==> src/hw/acd_defs.svh <==
`ifndef ACD_DEFS_SVH
`define ACD_DEFS_SVH

// ****************************************
// Register offsets
// ****************************************
`define ACD_ADDR_PWR_MODE      13'h0008
`define ACD_ADDR_STAB_CTRL     13'h0009
`define ACD_ADDR_DIV_RATIO     13'h000B
`define ACD_ADDR_STATUS        13'h00FF
`define ACD_ADDR_SYNC_CTRL     13'h0100

// ****************************************
// Reset values
// ****************************************
`define ACD_RST_PWR_MODE       8'h00
`define ACD_RST_STAB_CTRL      8'h01
`define ACD_RST_DIV_RATIO      8'h00
`define ACD_RST_SYNC_CTRL      8'h00

// ****************************************
// Field positions
// ****************************************
`define ACD_SYNC_EN_BIT        1
`define ACD_SYNC_ONCE_BIT      2
`define ACD_PWR_FULL           2'h1
`define ACD_PWR_STANDBY        2'h2
`define ACD_PWR_PIN_FUNC_BIT   5
`define ACD_STAT_LOCKED_BIT    0
`define ACD_STAT_ACTIVE_BIT    1
`define ACD_STAT_PDOWN_BIT     2
`define ACD_STAT_STBY_BIT      3
`define ACD_STAT_ARMED_BIT     4

// ****************************************
// Pin synchroniser lanes
// ****************************************
`define ACD_PIN_MODE           0
`define ACD_PIN_STRAP          1
`define ACD_PIN_PDOWN          2
`define ACD_PIN_SYNC           3

// ****************************************
// Timing
// ****************************************
`define ACD_CLK_MHZ            200
`define ACD_RELOCK_NS          5000
`define ACD_RELOCK_CYC         ((`ACD_RELOCK_NS * `ACD_CLK_MHZ) / 1000)

`endif

==> src/hw/acd_pkg.sv <==
`default_nettype none

package acd_pkg;

    typedef enum logic [1:0] {
        ACD_LK_HUNT,
        ACD_LK_LOCKED,
        ACD_LK_LOW_RATE
    } acd_lock_t;

    typedef struct packed {
        logic [2:0] count;
        logic       wrap;
    } acd_div_state_t;

    typedef struct packed {
        logic [3:0] pin_meta;
        logic [3:0] pin_sync;
        logic       sync_prev;
        logic [7:0] stab_reg;
        logic [7:0] sync_reg;
        logic [7:0] div_reg;
        logic [7:0] pwr_reg;
        logic       armed;
        acd_lock_t  lock_st;
        logic [9:0] lock_cnt;
        logic       div_sync;
        logic [1:0] halves;
        logic       stab_active;
        logic       locked;
        logic       power_down;
        logic       standby;
        logic       data_oe;
        logic       wrap;
        logic [7:0] rdata;
    } acd_ctrl_state_t;

endpackage

`default_nettype wire

==> src/hw/acd_div_if.sv <==
`timescale 1ns/1ps
`default_nettype none

interface acd_div_if;
    logic [2:0] ratio_m1;
    logic       sync;
    logic       hold;
    logic [2:0] count;
    logic       wrap;

    modport ctrl (output ratio_m1, output sync, output hold, input count, input wrap);
    modport div  (input ratio_m1, input sync, input hold, output count, output wrap);
endinterface

`default_nettype wire

==> src/hw/acd_clock_ctrl.sv <==
// Operation
// - Stabilizer makes internal clock 50% duty
// - Loop idles below about 20 MHz
// - Unlocked stabilizer is bypassed, input duty passes
// - Strap mode: high strap pin enables stabilizer
// - Serial mode: enabled default, 0x00 disables
// - Divider ratio any integer 1 to 8
// - Even ratios give 50% duty inherently
// - Valid sync pulse resets divider counter
// - Sync on every pulse or first after write
// - Power-down from pin or serial register
// - Powered down: data drivers high impedance
// - Pin low returns to normal operation unless serial register selects power-down or standby
// - Strap low disables, high enables stabilizer
// - Pin remappable to power-down or standby
`include "acd_defs.svh"
`timescale 1ns/1ps
`default_nettype none

module acd_clock_ctrl (
    input  wire logic        i_clk,
    input  wire logic        i_reset,
    input  wire logic        i_serial_mode_pin,
    input  wire logic        i_serial_io_stabilizer_strap_pin,
    input  wire logic        i_power_down_pin,
    input  wire logic        i_sync_pin,
    input  wire logic        i_rate_change,
    input  wire logic        i_rate_low,
    input  wire logic        i_reg_we,
    input  wire logic [12:0] i_reg_addr,
    input  wire logic [7:0]  i_reg_wdata,
    output logic      [1:0]  o_sample_clk_halves,
    output logic             o_stabilizer_active,
    output logic             o_stabilizer_locked,
    output logic             o_power_down,
    output logic             o_standby,
    output logic             o_data_oe,
    output logic             o_divider_wrap,
    output logic      [7:0]  o_reg_rdata
);
    import acd_pkg::*;

    acd_ctrl_state_t s_q;
    acd_ctrl_state_t s_d;
    acd_div_if       div_bus ();

    function automatic logic addr_hit(input logic [12:0] addr, input logic [12:0] target);
        addr_hit = (addr == target);
    endfunction

    logic       stab_en;
    logic       sync_edge;
    logic       sync_fire;
    logic       pin_standby;
    logic       pd_next;
    logic       sb_next;
    logic [3:0] ratio;
    logic [3:0] hi_first;
    logic [3:0] hi_second;
    logic [3:0] k_first;
    logic [3:0] k_second;

    // ****************************************
    // Divider
    // ****************************************
    acd_divider u_div (
        .i_clk   (i_clk),
        .i_reset (i_reset),
        .bus     (div_bus)
    );

    assign div_bus.ratio_m1 = s_q.div_reg[2:0];
    assign div_bus.sync     = s_q.div_sync;
    assign div_bus.hold     = s_q.power_down;

    // ****************************************
    // Next state
    // ****************************************
    always_comb begin
        s_d = s_q;

        // Two-stage pin synchronisers
        s_d.pin_meta = {i_sync_pin, i_power_down_pin,
                        i_serial_io_stabilizer_strap_pin, i_serial_mode_pin};
        s_d.pin_sync = s_q.pin_meta;

        // Register writes
        if (i_reg_we && addr_hit(i_reg_addr, `ACD_ADDR_STAB_CTRL)) begin
            s_d.stab_reg = i_reg_wdata;
        end
        if (i_reg_we && addr_hit(i_reg_addr, `ACD_ADDR_DIV_RATIO)) begin
            s_d.div_reg = {5'h00, i_reg_wdata[2:0]};
        end
        if (i_reg_we && addr_hit(i_reg_addr, `ACD_ADDR_PWR_MODE)) begin
            s_d.pwr_reg = i_reg_wdata;
        end
        if (i_reg_we && addr_hit(i_reg_addr, `ACD_ADDR_SYNC_CTRL)) begin
            s_d.sync_reg = i_reg_wdata;
        end

        // Stabilizer enable source
        if (s_q.pin_sync[`ACD_PIN_MODE]) begin
            stab_en = |s_q.stab_reg;
        end else begin
            stab_en = s_q.pin_sync[`ACD_PIN_STRAP];
        end

        // Sync pulse handling
        s_d.sync_prev = s_q.pin_sync[`ACD_PIN_SYNC];
        sync_edge = s_q.pin_sync[`ACD_PIN_SYNC] & ~s_q.sync_prev;
        sync_fire = sync_edge & s_q.sync_reg[`ACD_SYNC_EN_BIT]
                  & (~s_q.sync_reg[`ACD_SYNC_ONCE_BIT] | s_q.armed);
        s_d.div_sync = sync_fire;
        // A write that lands with a consuming pulse re-arms
        if (i_reg_we && addr_hit(i_reg_addr, `ACD_ADDR_SYNC_CTRL)) begin
            s_d.armed = 1'b1;
        end else if (sync_fire && s_q.sync_reg[`ACD_SYNC_ONCE_BIT]) begin
            s_d.armed = 1'b0;
        end

        // Relock tracking
        case (s_q.lock_st)
            ACD_LK_HUNT: begin
                if (i_rate_low) begin
                    s_d.lock_st = ACD_LK_LOW_RATE;
                end else if (i_rate_change) begin
                    s_d.lock_cnt = 10'h000;
                end else if (s_q.lock_cnt == 10'(`ACD_RELOCK_CYC - 1)) begin
                    s_d.lock_st  = ACD_LK_LOCKED;
                    s_d.lock_cnt = 10'h000;
                end else begin
                    s_d.lock_cnt = s_q.lock_cnt + 10'h001;
                end
            end
            ACD_LK_LOCKED: begin
                if (i_rate_low) begin
                    s_d.lock_st = ACD_LK_LOW_RATE;
                end else if (i_rate_change) begin
                    s_d.lock_st  = ACD_LK_HUNT;
                    s_d.lock_cnt = 10'h000;
                end
            end
            ACD_LK_LOW_RATE: begin
                if (!i_rate_low) begin
                    s_d.lock_st  = ACD_LK_HUNT;
                    s_d.lock_cnt = 10'h000;
                end
            end
            default: begin
                s_d.lock_st  = ACD_LK_HUNT;
                s_d.lock_cnt = 10'h000;
            end
        endcase
        s_d.locked      = (s_q.lock_st == ACD_LK_LOCKED);
        s_d.stab_active = stab_en && (s_q.lock_st == ACD_LK_LOCKED);

        // Internal clock shape in half periods of the input clock
        ratio     = {1'b0, s_q.div_reg[2:0]} + 4'h1;
        k_first   = {div_bus.count, 1'b0};
        k_second  = {div_bus.count, 1'b1};
        hi_first  = 4'((ratio + 4'h1) >> 1);
        hi_second = 4'(ratio >> 1);
        if (s_q.power_down) begin
            s_d.halves = 2'h0;
        end else if (s_d.stab_active) begin
            // Falling edge placed at exactly half the divided period
            s_d.halves = {k_first < ratio, k_second < ratio};
        end else begin
            // Edges follow whole input phases; even ratios still come out 50%
            s_d.halves = {{1'b0, div_bus.count} < hi_first,
                          {1'b0, div_bus.count} < hi_second};
        end
        s_d.wrap = div_bus.wrap;

        // Power modes; pin function only remappable in serial mode
        pin_standby = s_q.pin_sync[`ACD_PIN_MODE] & s_q.pwr_reg[`ACD_PWR_PIN_FUNC_BIT];
        pd_next = (s_q.pin_sync[`ACD_PIN_PDOWN] & ~pin_standby)
                | (s_q.pin_sync[`ACD_PIN_MODE]
                   & (s_q.pwr_reg[1:0] == `ACD_PWR_FULL));
        sb_next = ~pd_next
                & ((s_q.pin_sync[`ACD_PIN_PDOWN] & pin_standby)
                   | (s_q.pin_sync[`ACD_PIN_MODE]
                      & (s_q.pwr_reg[1:0] == `ACD_PWR_STANDBY)));
        s_d.power_down = pd_next;
        s_d.standby    = sb_next;
        s_d.data_oe    = ~(pd_next | sb_next);

        // Read port, one cycle behind the address
        s_d.rdata = 8'h00;
        if (addr_hit(i_reg_addr, `ACD_ADDR_STAB_CTRL)) begin
            s_d.rdata = s_q.stab_reg;
        end else if (addr_hit(i_reg_addr, `ACD_ADDR_DIV_RATIO)) begin
            s_d.rdata = s_q.div_reg;
        end else if (addr_hit(i_reg_addr, `ACD_ADDR_PWR_MODE)) begin
            s_d.rdata = s_q.pwr_reg;
        end else if (addr_hit(i_reg_addr, `ACD_ADDR_SYNC_CTRL)) begin
            s_d.rdata = s_q.sync_reg;
        end else if (addr_hit(i_reg_addr, `ACD_ADDR_STATUS)) begin
            s_d.rdata[`ACD_STAT_LOCKED_BIT] = s_q.locked;
            s_d.rdata[`ACD_STAT_ACTIVE_BIT] = s_q.stab_active;
            s_d.rdata[`ACD_STAT_PDOWN_BIT]  = s_q.power_down;
            s_d.rdata[`ACD_STAT_STBY_BIT]   = s_q.standby;
            s_d.rdata[`ACD_STAT_ARMED_BIT]  = s_q.armed;
        end
    end

    // ****************************************
    // State register
    // ****************************************
    always_ff @(posedge i_clk) begin
        if (i_reset) begin
            s_q          <= '0;
            s_q.stab_reg <= `ACD_RST_STAB_CTRL;
            s_q.sync_reg <= `ACD_RST_SYNC_CTRL;
            s_q.div_reg  <= `ACD_RST_DIV_RATIO;
            s_q.pwr_reg  <= `ACD_RST_PWR_MODE;
            s_q.lock_st  <= ACD_LK_HUNT;
        end else begin
            s_q <= s_d;
        end
    end

    assign o_sample_clk_halves = s_q.halves;
    assign o_stabilizer_active = s_q.stab_active;
    assign o_stabilizer_locked = s_q.locked;
    assign o_power_down        = s_q.power_down;
    assign o_standby           = s_q.standby;
    assign o_data_oe           = s_q.data_oe;
    assign o_divider_wrap      = s_q.wrap;
    assign o_reg_rdata         = s_q.rdata;
endmodule

`default_nettype wire

==> src/hw/acd_divider.sv <==
`timescale 1ns/1ps
`default_nettype none

module acd_divider (
    input  wire logic i_clk,
    input  wire logic i_reset,
    acd_div_if.div    bus
);
    import acd_pkg::*;

    acd_div_state_t s_q;
    acd_div_state_t s_d;

    // ****************************************
    // Counter
    // ****************************************
    always_comb begin
        s_d      = s_q;
        s_d.wrap = 1'b0;
        if (bus.sync || bus.hold) begin
            s_d.count = 3'h0;
        end else if (s_q.count >= bus.ratio_m1) begin
            // Ratio lowered mid-period: wrap at once instead of running past
            s_d.count = 3'h0;
            s_d.wrap  = 1'b1;
        end else begin
            s_d.count = s_q.count + 3'h1;
        end
    end

    always_ff @(posedge i_clk) begin
        if (i_reset) begin
            s_q <= '0;
        end else begin
            s_q <= s_d;
        end
    end

    assign bus.count = s_q.count;
    assign bus.wrap  = s_q.wrap;
endmodule

`default_nettype wire

==> config.mk <==
export PLATFORM = sky130hd
export DESIGN_NAME = acd_clock_ctrl
export DESIGN_NICKNAME = d
export VERILOG_FILES = /design/src/hw/acd_pkg.sv /design/src/hw/acd_div_if.sv /design/src/hw/acd_clock_ctrl.sv /design/src/hw/acd_divider.sv
export VERILOG_INCLUDE_DIRS = /design/src /design/src/hw
export SDC_FILE = /design/constraint.sdc
export NUM_CORES = 1
export LEC_CHECK = 0
export BUFFER_PORTS_ARGS = -buffer_cell sky130_fd_sc_hd__clkbuf_2
export CORE_ASPECT_RATIO = 1.75
export CORE_MARGIN = 3
export CORE_UTILIZATION = 57
export CTS_CLUSTER_SIZE = 30
export DETAILED_ROUTE_END_ITERATION = 8
export PLACE_DENSITY = 0.79
export SLEW_MARGIN = 20
export SYNTH_ARGS = -nofsm -noshare
export SYNTH_HDL_FRONTEND = slang
export SYNTH_SLANG_ARGS = --single-unit
==> constraint.sdc <==
create_clock -name i_clk -period 2.05 [get_ports i_clk]
set_input_delay 0.3075 -clock i_clk [delete_from_list [all_inputs] [get_ports i_clk]]
set_output_delay 0.3075 -clock i_clk [all_outputs]
set_load 0.005 [all_outputs]
==> implementation parameters, run 1 <==
Parameter                              Value

Cells and area
  Highest-count cells in the layout ignoring fill and taps    70 x sky130_fd_sc_hd__dfxtp_1, 45 x sky130_fd_sc_hd__clkbuf_2, 43 x sky130_fd_sc_hd__o21ai_0
  Area of the multi-input gates    0.001763 mm^2
  Antenna fix cells    0
  Filler cells    approximately 460
  Area Growth Syn to Fin    14.18%
  Most flops, register    s_q
  Layout Nets    456
  Most common cell after layout, fill and taps aside    sky130_fd_sc_hd__dfxtp_1
  Share of post-route cells with drive strength above 1    19.05%
  Combined flip-flop and latch cell area    between 0.001 and 0.0015 mm^2
  Max reg flops    41

Global routing
  Initial antenna violation count    0
  Met3 usage    5.852%
  Total track usage    between 20% and 30%
  Routing layer with the top usage in global route    met2
  Via count of the first global-routing pass    2878
  Maximum number of pins on one net before global-route repair    64
  Residual overflow from global routing    0
  First-pass GRT wire length    13170 um
  Global-route met1 utilization    between 20% and 30%
  Met2 Track Usage GR    44.49%

Clocking
  Num CTS Buffers    9
  CTS tree    done
  CTS Hold Bufs    0
  Source-to-sink clock delay at the later pin of the worst-skew pair    350 ps
  Clk pin slew, worst setup/hold paths    80 ps
  Post-CTS Setup Inserts    0
  Maximum count of clock buffers along a single path    2
  H-tree levels    3
  Post-CTS Resized    0
  Buffer cell driving the clock tree root    sky130_fd_sc_hd__clkbuf_8
  Clock sink count    70

Logic synthesis
  Count of different cell masters after synthesis    between 50 and 60
  Synthesized instance count    about 370
  Sequential area share after synthesis    approximately two fifths
  Count of synthesis-stage warnings from yosys    0
  Most used flip-flop cell after synthesis    sky130_fd_sc_hd__dfxtp_1
  Number of synthesized flops with an enable pin    0
  Biggest area contributors in the synthesized netlist    sky130_fd_sc_hd__dfxtp_1 42%, sky130_fd_sc_hd__o21ai_0 6.4%, sky130_fd_sc_hd__nor2b_1 5.1%
  Area share of the largest cell type after synthesis    a little over two fifths
  Cell taking the most area after synthesis    sky130_fd_sc_hd__dfxtp_1
  Average footprint of a synthesized cell    8.966 um^2
  Area of the mapped netlist    0.003344 mm^2
  Ys async rst share    0%
  Flip-flop and latch count after synthesis    70
  Post-synth net total    414

STA
  Total Neg Setup Slack    0 ps
  Worst-case setup margin in the final layout    253.7 ps
  Setup Viol. Count Final    0
  Slew of the pin with the lowest slew margin    474.9 ps
  Post-layout min period    1796 ps
  Setup skew after layout    11.59 ps
  Headroom to the max-slew limit    approximately two thirds
  Total count of hold-check failures in the final report    0
  Final slew viol count    0
  Final clock period utilization by the worst path    about 90%
  Unrepaired setup endpoints after global routing    false
  Max Clk Rate    0.5567 GHz

Setup path
  Worst path bufs/invs    0
  Critical Path End Type    flip-flop
  Slowest stage cell, crit path    sky130_fd_sc_hd__dfxtp_1
  Critical Path Fanout Max    7
  Critical path's top delay family    compound AO/OA/AOI/OAI gates
  Critical path class    reg -> reg
  Worst flop-to-flop path startpoint    div_bus.ratio_m1[1]
  Worst flop-to-flop path endpoint    o_sample_clk_halves[0]
  CP dominant cell by count    sky130_fd_sc_hd__ha_1
  Data arrival time of the critical path    2020 ps
  Largest stage delay on the critical path    roughly 490 ps
  List of cells traversed by the critical path    ha_1 > xnor2_1 > ha_1 > a21o_1 > a2111oi_0
  Required @ worst endpoint    2280 ps
  Depth of the most critical reg-to-reg path    5
  Flop-to-flop setup slack    250 ps
  Worst Setup Start Kind    flip-flop

Floorplanning
  Number of top-level design ports    46
  Vertical die dimension    ~110 um
  Starting Density    59.40%
  Die Footprint    0.006859 mm^2
  Chip width    about 64 um
  Floorplan core area    0.005630 mm^2
  Site Rows    36

Hold path
  Hold Path End    s_d[66]
  Min-Delay Path Depth    2
  Worst Hold Launch    i_sync_pin
  Class of the most critical hold timing path    in -> reg

Power and ir drop
  Power density relative to cell area    690.5 mW/mm^2
  Proportion of power drawn by the clock network    41.2%
  Power dissipated by switching net loads    0.0006236 W
  IR drop worst, VDD    about 0.53 mV
  Internal Power    0.002013 W
  Leakage power of the design    approximately 1.5 nW
  Gate power share    6.2%
  Switch share    23.65%
  Part of the power in registers    52.6%

Detailed routing
  Via count of the routed design    between 2000 and 3000
  Length of the first detailed-routing pass in iterations    4
  Average wire per cell in the routed design    15.40 um
  DRC    0
  Number of nets with antenna violations after routing    0
  Count of routing violations after the opening detailed-route iteration    90
  Ratio of routed vias to standard cells    5.688
  Routed WL    7636 um

Status
  Run status    completed

Placement
  Routability congestion estimate    just over 0.9
  Final HPWL from detailed placement    around 5900 um
  DP Worst Slack    191.3 ps
  Port Buffer Count    45

Job
  Number of maximum-capacitance constraint violations    0
==> worst max path at each step <==
stage / start / to / cells after the start
after floorplan: i_reg_addr[11] / s_q[32] / 5
after global placement: i_reg_addr[11] / s_q[31] / 5
after detailed placement: i_reg_addr[11] / s_q[32] / 5
after CTS: div_bus.ratio_m1[1] / o_sample_clk_halves[1] / 6
after global routing: div_bus.ratio_m1[1] / o_sample_clk_halves[1] / 6
final: div_bus.ratio_m1[1] / o_sample_clk_halves[0] / 5
==> per-layer routing <==
| metal | routed length, um | up-vias |
|---|---|---|
| li1 | - | 1419 |
| met1 | 2878 | 1313 |
| met2 | 4139 | 65 |
| met3 | 280 | 24 |
| met4 | 337 | 0 |
| met5 | 0 | - |
==> power groups by stage <==
stage / sequential, W / clock (W) / combinational, W
after floorplan: 0.00142 / 0 / 0.0000903
after global placement: 0.00142 / 0 / 0.000159
after detailed placement: 0.00142 / 0 / 0.000162
after CTS: 0.00139 / 0.00111 / 0.000163
after global routing: 0.00139 / 0.00117 / 0.000181
final: 0.00139 / 0.00109 / 0.000162
==> cells in the mapped netlist (6+ instances only) <==
library cell,number
sky130_fd_sc_hd__dfxtp_1,70
sky130_fd_sc_hd__o21ai_0,43
sky130_fd_sc_hd__nor2b_1,27
sky130_fd_sc_hd__nand2b_1,21
sky130_fd_sc_hd__nand2_1,19
sky130_fd_sc_hd__nor2_1,17
sky130_fd_sc_hd__a21oi_1,16
sky130_fd_sc_hd__mux2i_1,15
sky130_fd_sc_hd__clkbuf_1,13
sky130_fd_sc_hd__ha_1,11
sky130_fd_sc_hd__inv_1,11
sky130_fd_sc_hd__buf_4,10
sky130_fd_sc_hd__nor3_1,8
sky130_fd_sc_hd__and3_1,6
sky130_fd_sc_hd__nand3_1,6
sky130_fd_sc_hd__or3_1,6
==> layout make-up <==
class	instances	area share, %
clock inverter	7	1.933
tap	76	2.490
timing repair buffer	56	8.388
clock buffer	9	3.244
multi-input combinational	267	46.17
sequential	70	36.70
inverter	11	1.081
==> cell families after synthesis <==
| group | count (synthesis) | share of synthesized area (%) |
|---|---|---|
| compound gates | 96 | 17.62 |
| buf+inv | 36 | 5.387 |
| flops | 70 | 41.90 |
| simple gates | 138 | 24.51 |
| mux | 17 | 5.163 |
| xor+xnor | 5 | 1.310 |
| fa+ha+maj | 11 | 4.115 |
==> through the flow <==
step                      util [%]  std cells  cell area, um^2  hold WS, ps  power [W]
final                        67.82        496             3819        155.4   0.002637
after global placement       64.31        480             3621        416.6   0.001577
after floorplan                  -        373             3344        383.6   0.001506
after detailed placement     64.31        480             3621        423.9   0.001581
after global routing         67.82        496             3819        158.1   0.002738
after CTS                    67.82        496             3819        151.2   0.002655
(Power assumes the default switching activity.)
==> run 2, diff against run 1 <==
SETUP_SLACK_MARGIN = 0.5   (was default)
==> implementation parameters, run 2 (same netlist as run 1, synthesis figures left out) <==
Parameter                              Value

Setup path
  List of cells traversed by the critical path    buf_4 > nand3_1 > o31a_1 > or4_4 > a21oi_2
  Worst Setup Start Kind    flip-flop
  Critical Path Fanout Max    5 (-2)
  Required @ worst endpoint    2330 ps (+50 ps)
  Critical Path End Type    flip-flop
  Slowest stage cell, crit path    sky130_fd_sc_hd__or4_4
  Depth of the most critical reg-to-reg path    5 (unchanged)
  Largest stage delay on the critical path    520 ps (+30 ps)
  Data arrival time of the critical path    1900 ps (-120 ps)
  Critical path class    reg -> reg
  Flop-to-flop setup slack    440 ps (+180 ps)

Power and ir drop
  Power dissipated by switching net loads    0.0006222 W (-0.22%)
  Proportion of power drawn by the clock network    42.2% (+1.0 points)
  Switch share    23.04% (-0.61 points)
  Part of the power in registers    51.3% (-1.3 points)
  IR drop worst, VDD    0.5452 mV (+2.5%)
  Total chip power    0.002701 W (+2.4%)
  Power density relative to cell area    656.1 mW/mm^2 (-5.0%)
  Gate power share    6.5% (+0.3 points)
  Leakage power of the design    1.643 nW (+6.5%)
  Internal Power    0.002079 W (+3.3%)

Cells and area
  Antenna fix cells    0 (unchanged)
  Finished Layout Cells    508 (+2.4%)
  Max reg flops    41 (unchanged)
  Filler cells    416 (-9.2%)
  Most flops, register    s_q
  Area Growth Syn to Fin    23.08%
  Layout Nets    468 (+2.6%)
  Post-Layout Inst Area    0.004116 mm^2 (+7.8%)
  Most common cell after layout, fill and taps aside    sky130_fd_sc_hd__dfxtp_1
  Share of post-route cells with drive strength above 1    28.24% (+9.2 points)
  Highest-count cells in the layout ignoring fill and taps    61 x sky130_fd_sc_hd__dfxtp_1, 45 x sky130_fd_sc_hd__clkbuf_2, 41 x sky130_fd_sc_hd__o21ai_0

Floorplanning
  Die Footprint    0.006859 mm^2 (unchanged)
  Number of top-level design ports    46 (unchanged)
  Floorplan core area    0.005630 mm^2 (unchanged)
  Chip width    63.91 um (unchanged)
  Site Rows    36 (unchanged)
  Vertical die dimension    107.3 um (unchanged)
  Starting Density    59.40% (unchanged)

Global routing
  Residual overflow from global routing    0 (unchanged)
  First-pass GRT wire length    13100 um (-0.52%)
  Via count of the first global-routing pass    2897 (+0.66%)
  Total track usage    24.61% (-0.038 points)
  Initial antenna violation count    0 (unchanged)
  Maximum number of pins on one net before global-route repair    38 (-41%)

Clocking
  H-tree levels    3 (unchanged)
  Clock sink count    70 (unchanged)
  Buffer cell driving the clock tree root    sky130_fd_sc_hd__clkbuf_8
  Maximum count of clock buffers along a single path    2 (unchanged)
  Source-to-sink clock delay at the later pin of the worst-skew pair    350 ps (about the same)
  CTS tree    done
  Num CTS Buffers    9 (unchanged)
  Clk pin slew, worst setup/hold paths    70 ps (about the same)

STA
  Post-layout min period    1614 ps (-182.3 ps)
  Setup skew after layout    7.795 ps (-3.800 ps)
  Max Clk Rate    0.6196 GHz (+11%)
  Final slew viol count    0 (unchanged)
  Total count of hold-check failures in the final report    0 (unchanged)
  Unrepaired setup endpoints after global routing    true
  Final clock period utilization by the worst path    78.73% (-8.9 points)
  Total Neg Setup Slack    0 ps (unchanged)
  Slew of the pin with the lowest slew margin    502.4 ps (+27.51 ps)
  Setup Viol. Count Final    0 (unchanged)
  Headroom to the max-slew limit    66.44% (-1.9 points)

Placement
  Port Buffer Count    45 (unchanged)
  Routability congestion estimate    0.9743 (+4.5%)
  Instance area after placement    0.003610 mm^2 (-0.31%)
  Final HPWL from detailed placement    5774 um (-1.4%)
  Placed cell count    478 (-0.42%)

Detailed routing
  Average wire per cell in the routed design    16.80 um (+9.1%)
  Length of the first detailed-routing pass in iterations    5 (+1)
  DRC    0 (unchanged)
  Number of nets with antenna violations after routing    0 (unchanged)
  Via count of the routed design    3034 (+7.6%)
  Count of routing violations after the opening detailed-route iteration    248 (+180%)
  Routed WL    8534 um (+12%)
  Ratio of routed vias to standard cells    5.972 (+5.0%)

Job
  Number of maximum-capacitance constraint violations    0 (unchanged)

Hold path
  Class of the most critical hold timing path    in -> reg
  Min-Delay Path Depth    2 (unchanged)

Status
  Run status    completed
## run 2: power groups by stage
stage / Clock, W / Sequential, W / Combinational, W
finish: 0.00114 / 0.00139 / 0.000176
global placement: 0 / 0.00142 / 0.000159
CTS: 0.00115 / 0.00138 / 0.000166
detailed placement: 0 / 0.00142 / 0.000163
floorplan: 0 / 0.00142 / 0.0000903
global route: 0.00121 / 0.00139 / 0.000191
## run 2: worst max-delay path: cells and delay by family (launching register included)
kind,cells,cell delay (ps)
AO/OA/AOI/OAI,2,400
buffers and inverters,1,120
flip-flops,1,360
AND/OR/NAND/NOR,2,670
## run 2: per-layer routing
layer / GRT usage [%] / vias to the layer above / routed length, um
met5: 0 / - / 0
li1: - / 1440 / -
met3: 4.075 / 44 / 336
met2: 43.01 / 110 / 4429
met1: 24.73 / 1440 / 3260
met4: 20.87 / 0 / 507
## run 2: worst paths after layout
check / from / end
min: i_serial_mode_pin / s_d[63]
min reg2reg: s_d[65] / s_q[65]
max reg2reg: s_q[27] / s_q[25]
max: s_q[27] / s_q[25]
## run 2: area by class of cell
| cell class | count | area [um^2] | area share, % |
|---|---|---|---|
| tap | 76 | 95.09 | 2.310 |
| clock buffer | 11 | 151.4 | 3.678 |
| multi-input combinational | 268 | 1938 | 47.08 |
| sequential | 70 | 1423 | 34.56 |
| inverter | 11 | 41.29 | 1.003 |
| clock inverter | 5 | 57.56 | 1.398 |
| timing repair buffer | 67 | 410.4 | 9.970 |
## run 2: what timing repair did
item | 4_1_cts | 5_1_grt
hold buffers | 0 | 0
pin swaps | 5 | 8
setup endpoints to repair | 14 | 28
cloned | 1 | 1
setup buffers | 8 | 4
gates resized for setup | 20 | 26
## run 2: through the flow
stage	utilization [%]	hold WS, ps	setup WS, ps
after floorplan	-	383.6	419.8
after global placement	64.11	419.7	241.2
after detailed placement	64.11	429.1	201.1
after CTS	70.29	150.9	492.8
after global routing	73.11	169.0	434.2
final	73.11	160.3	436.0
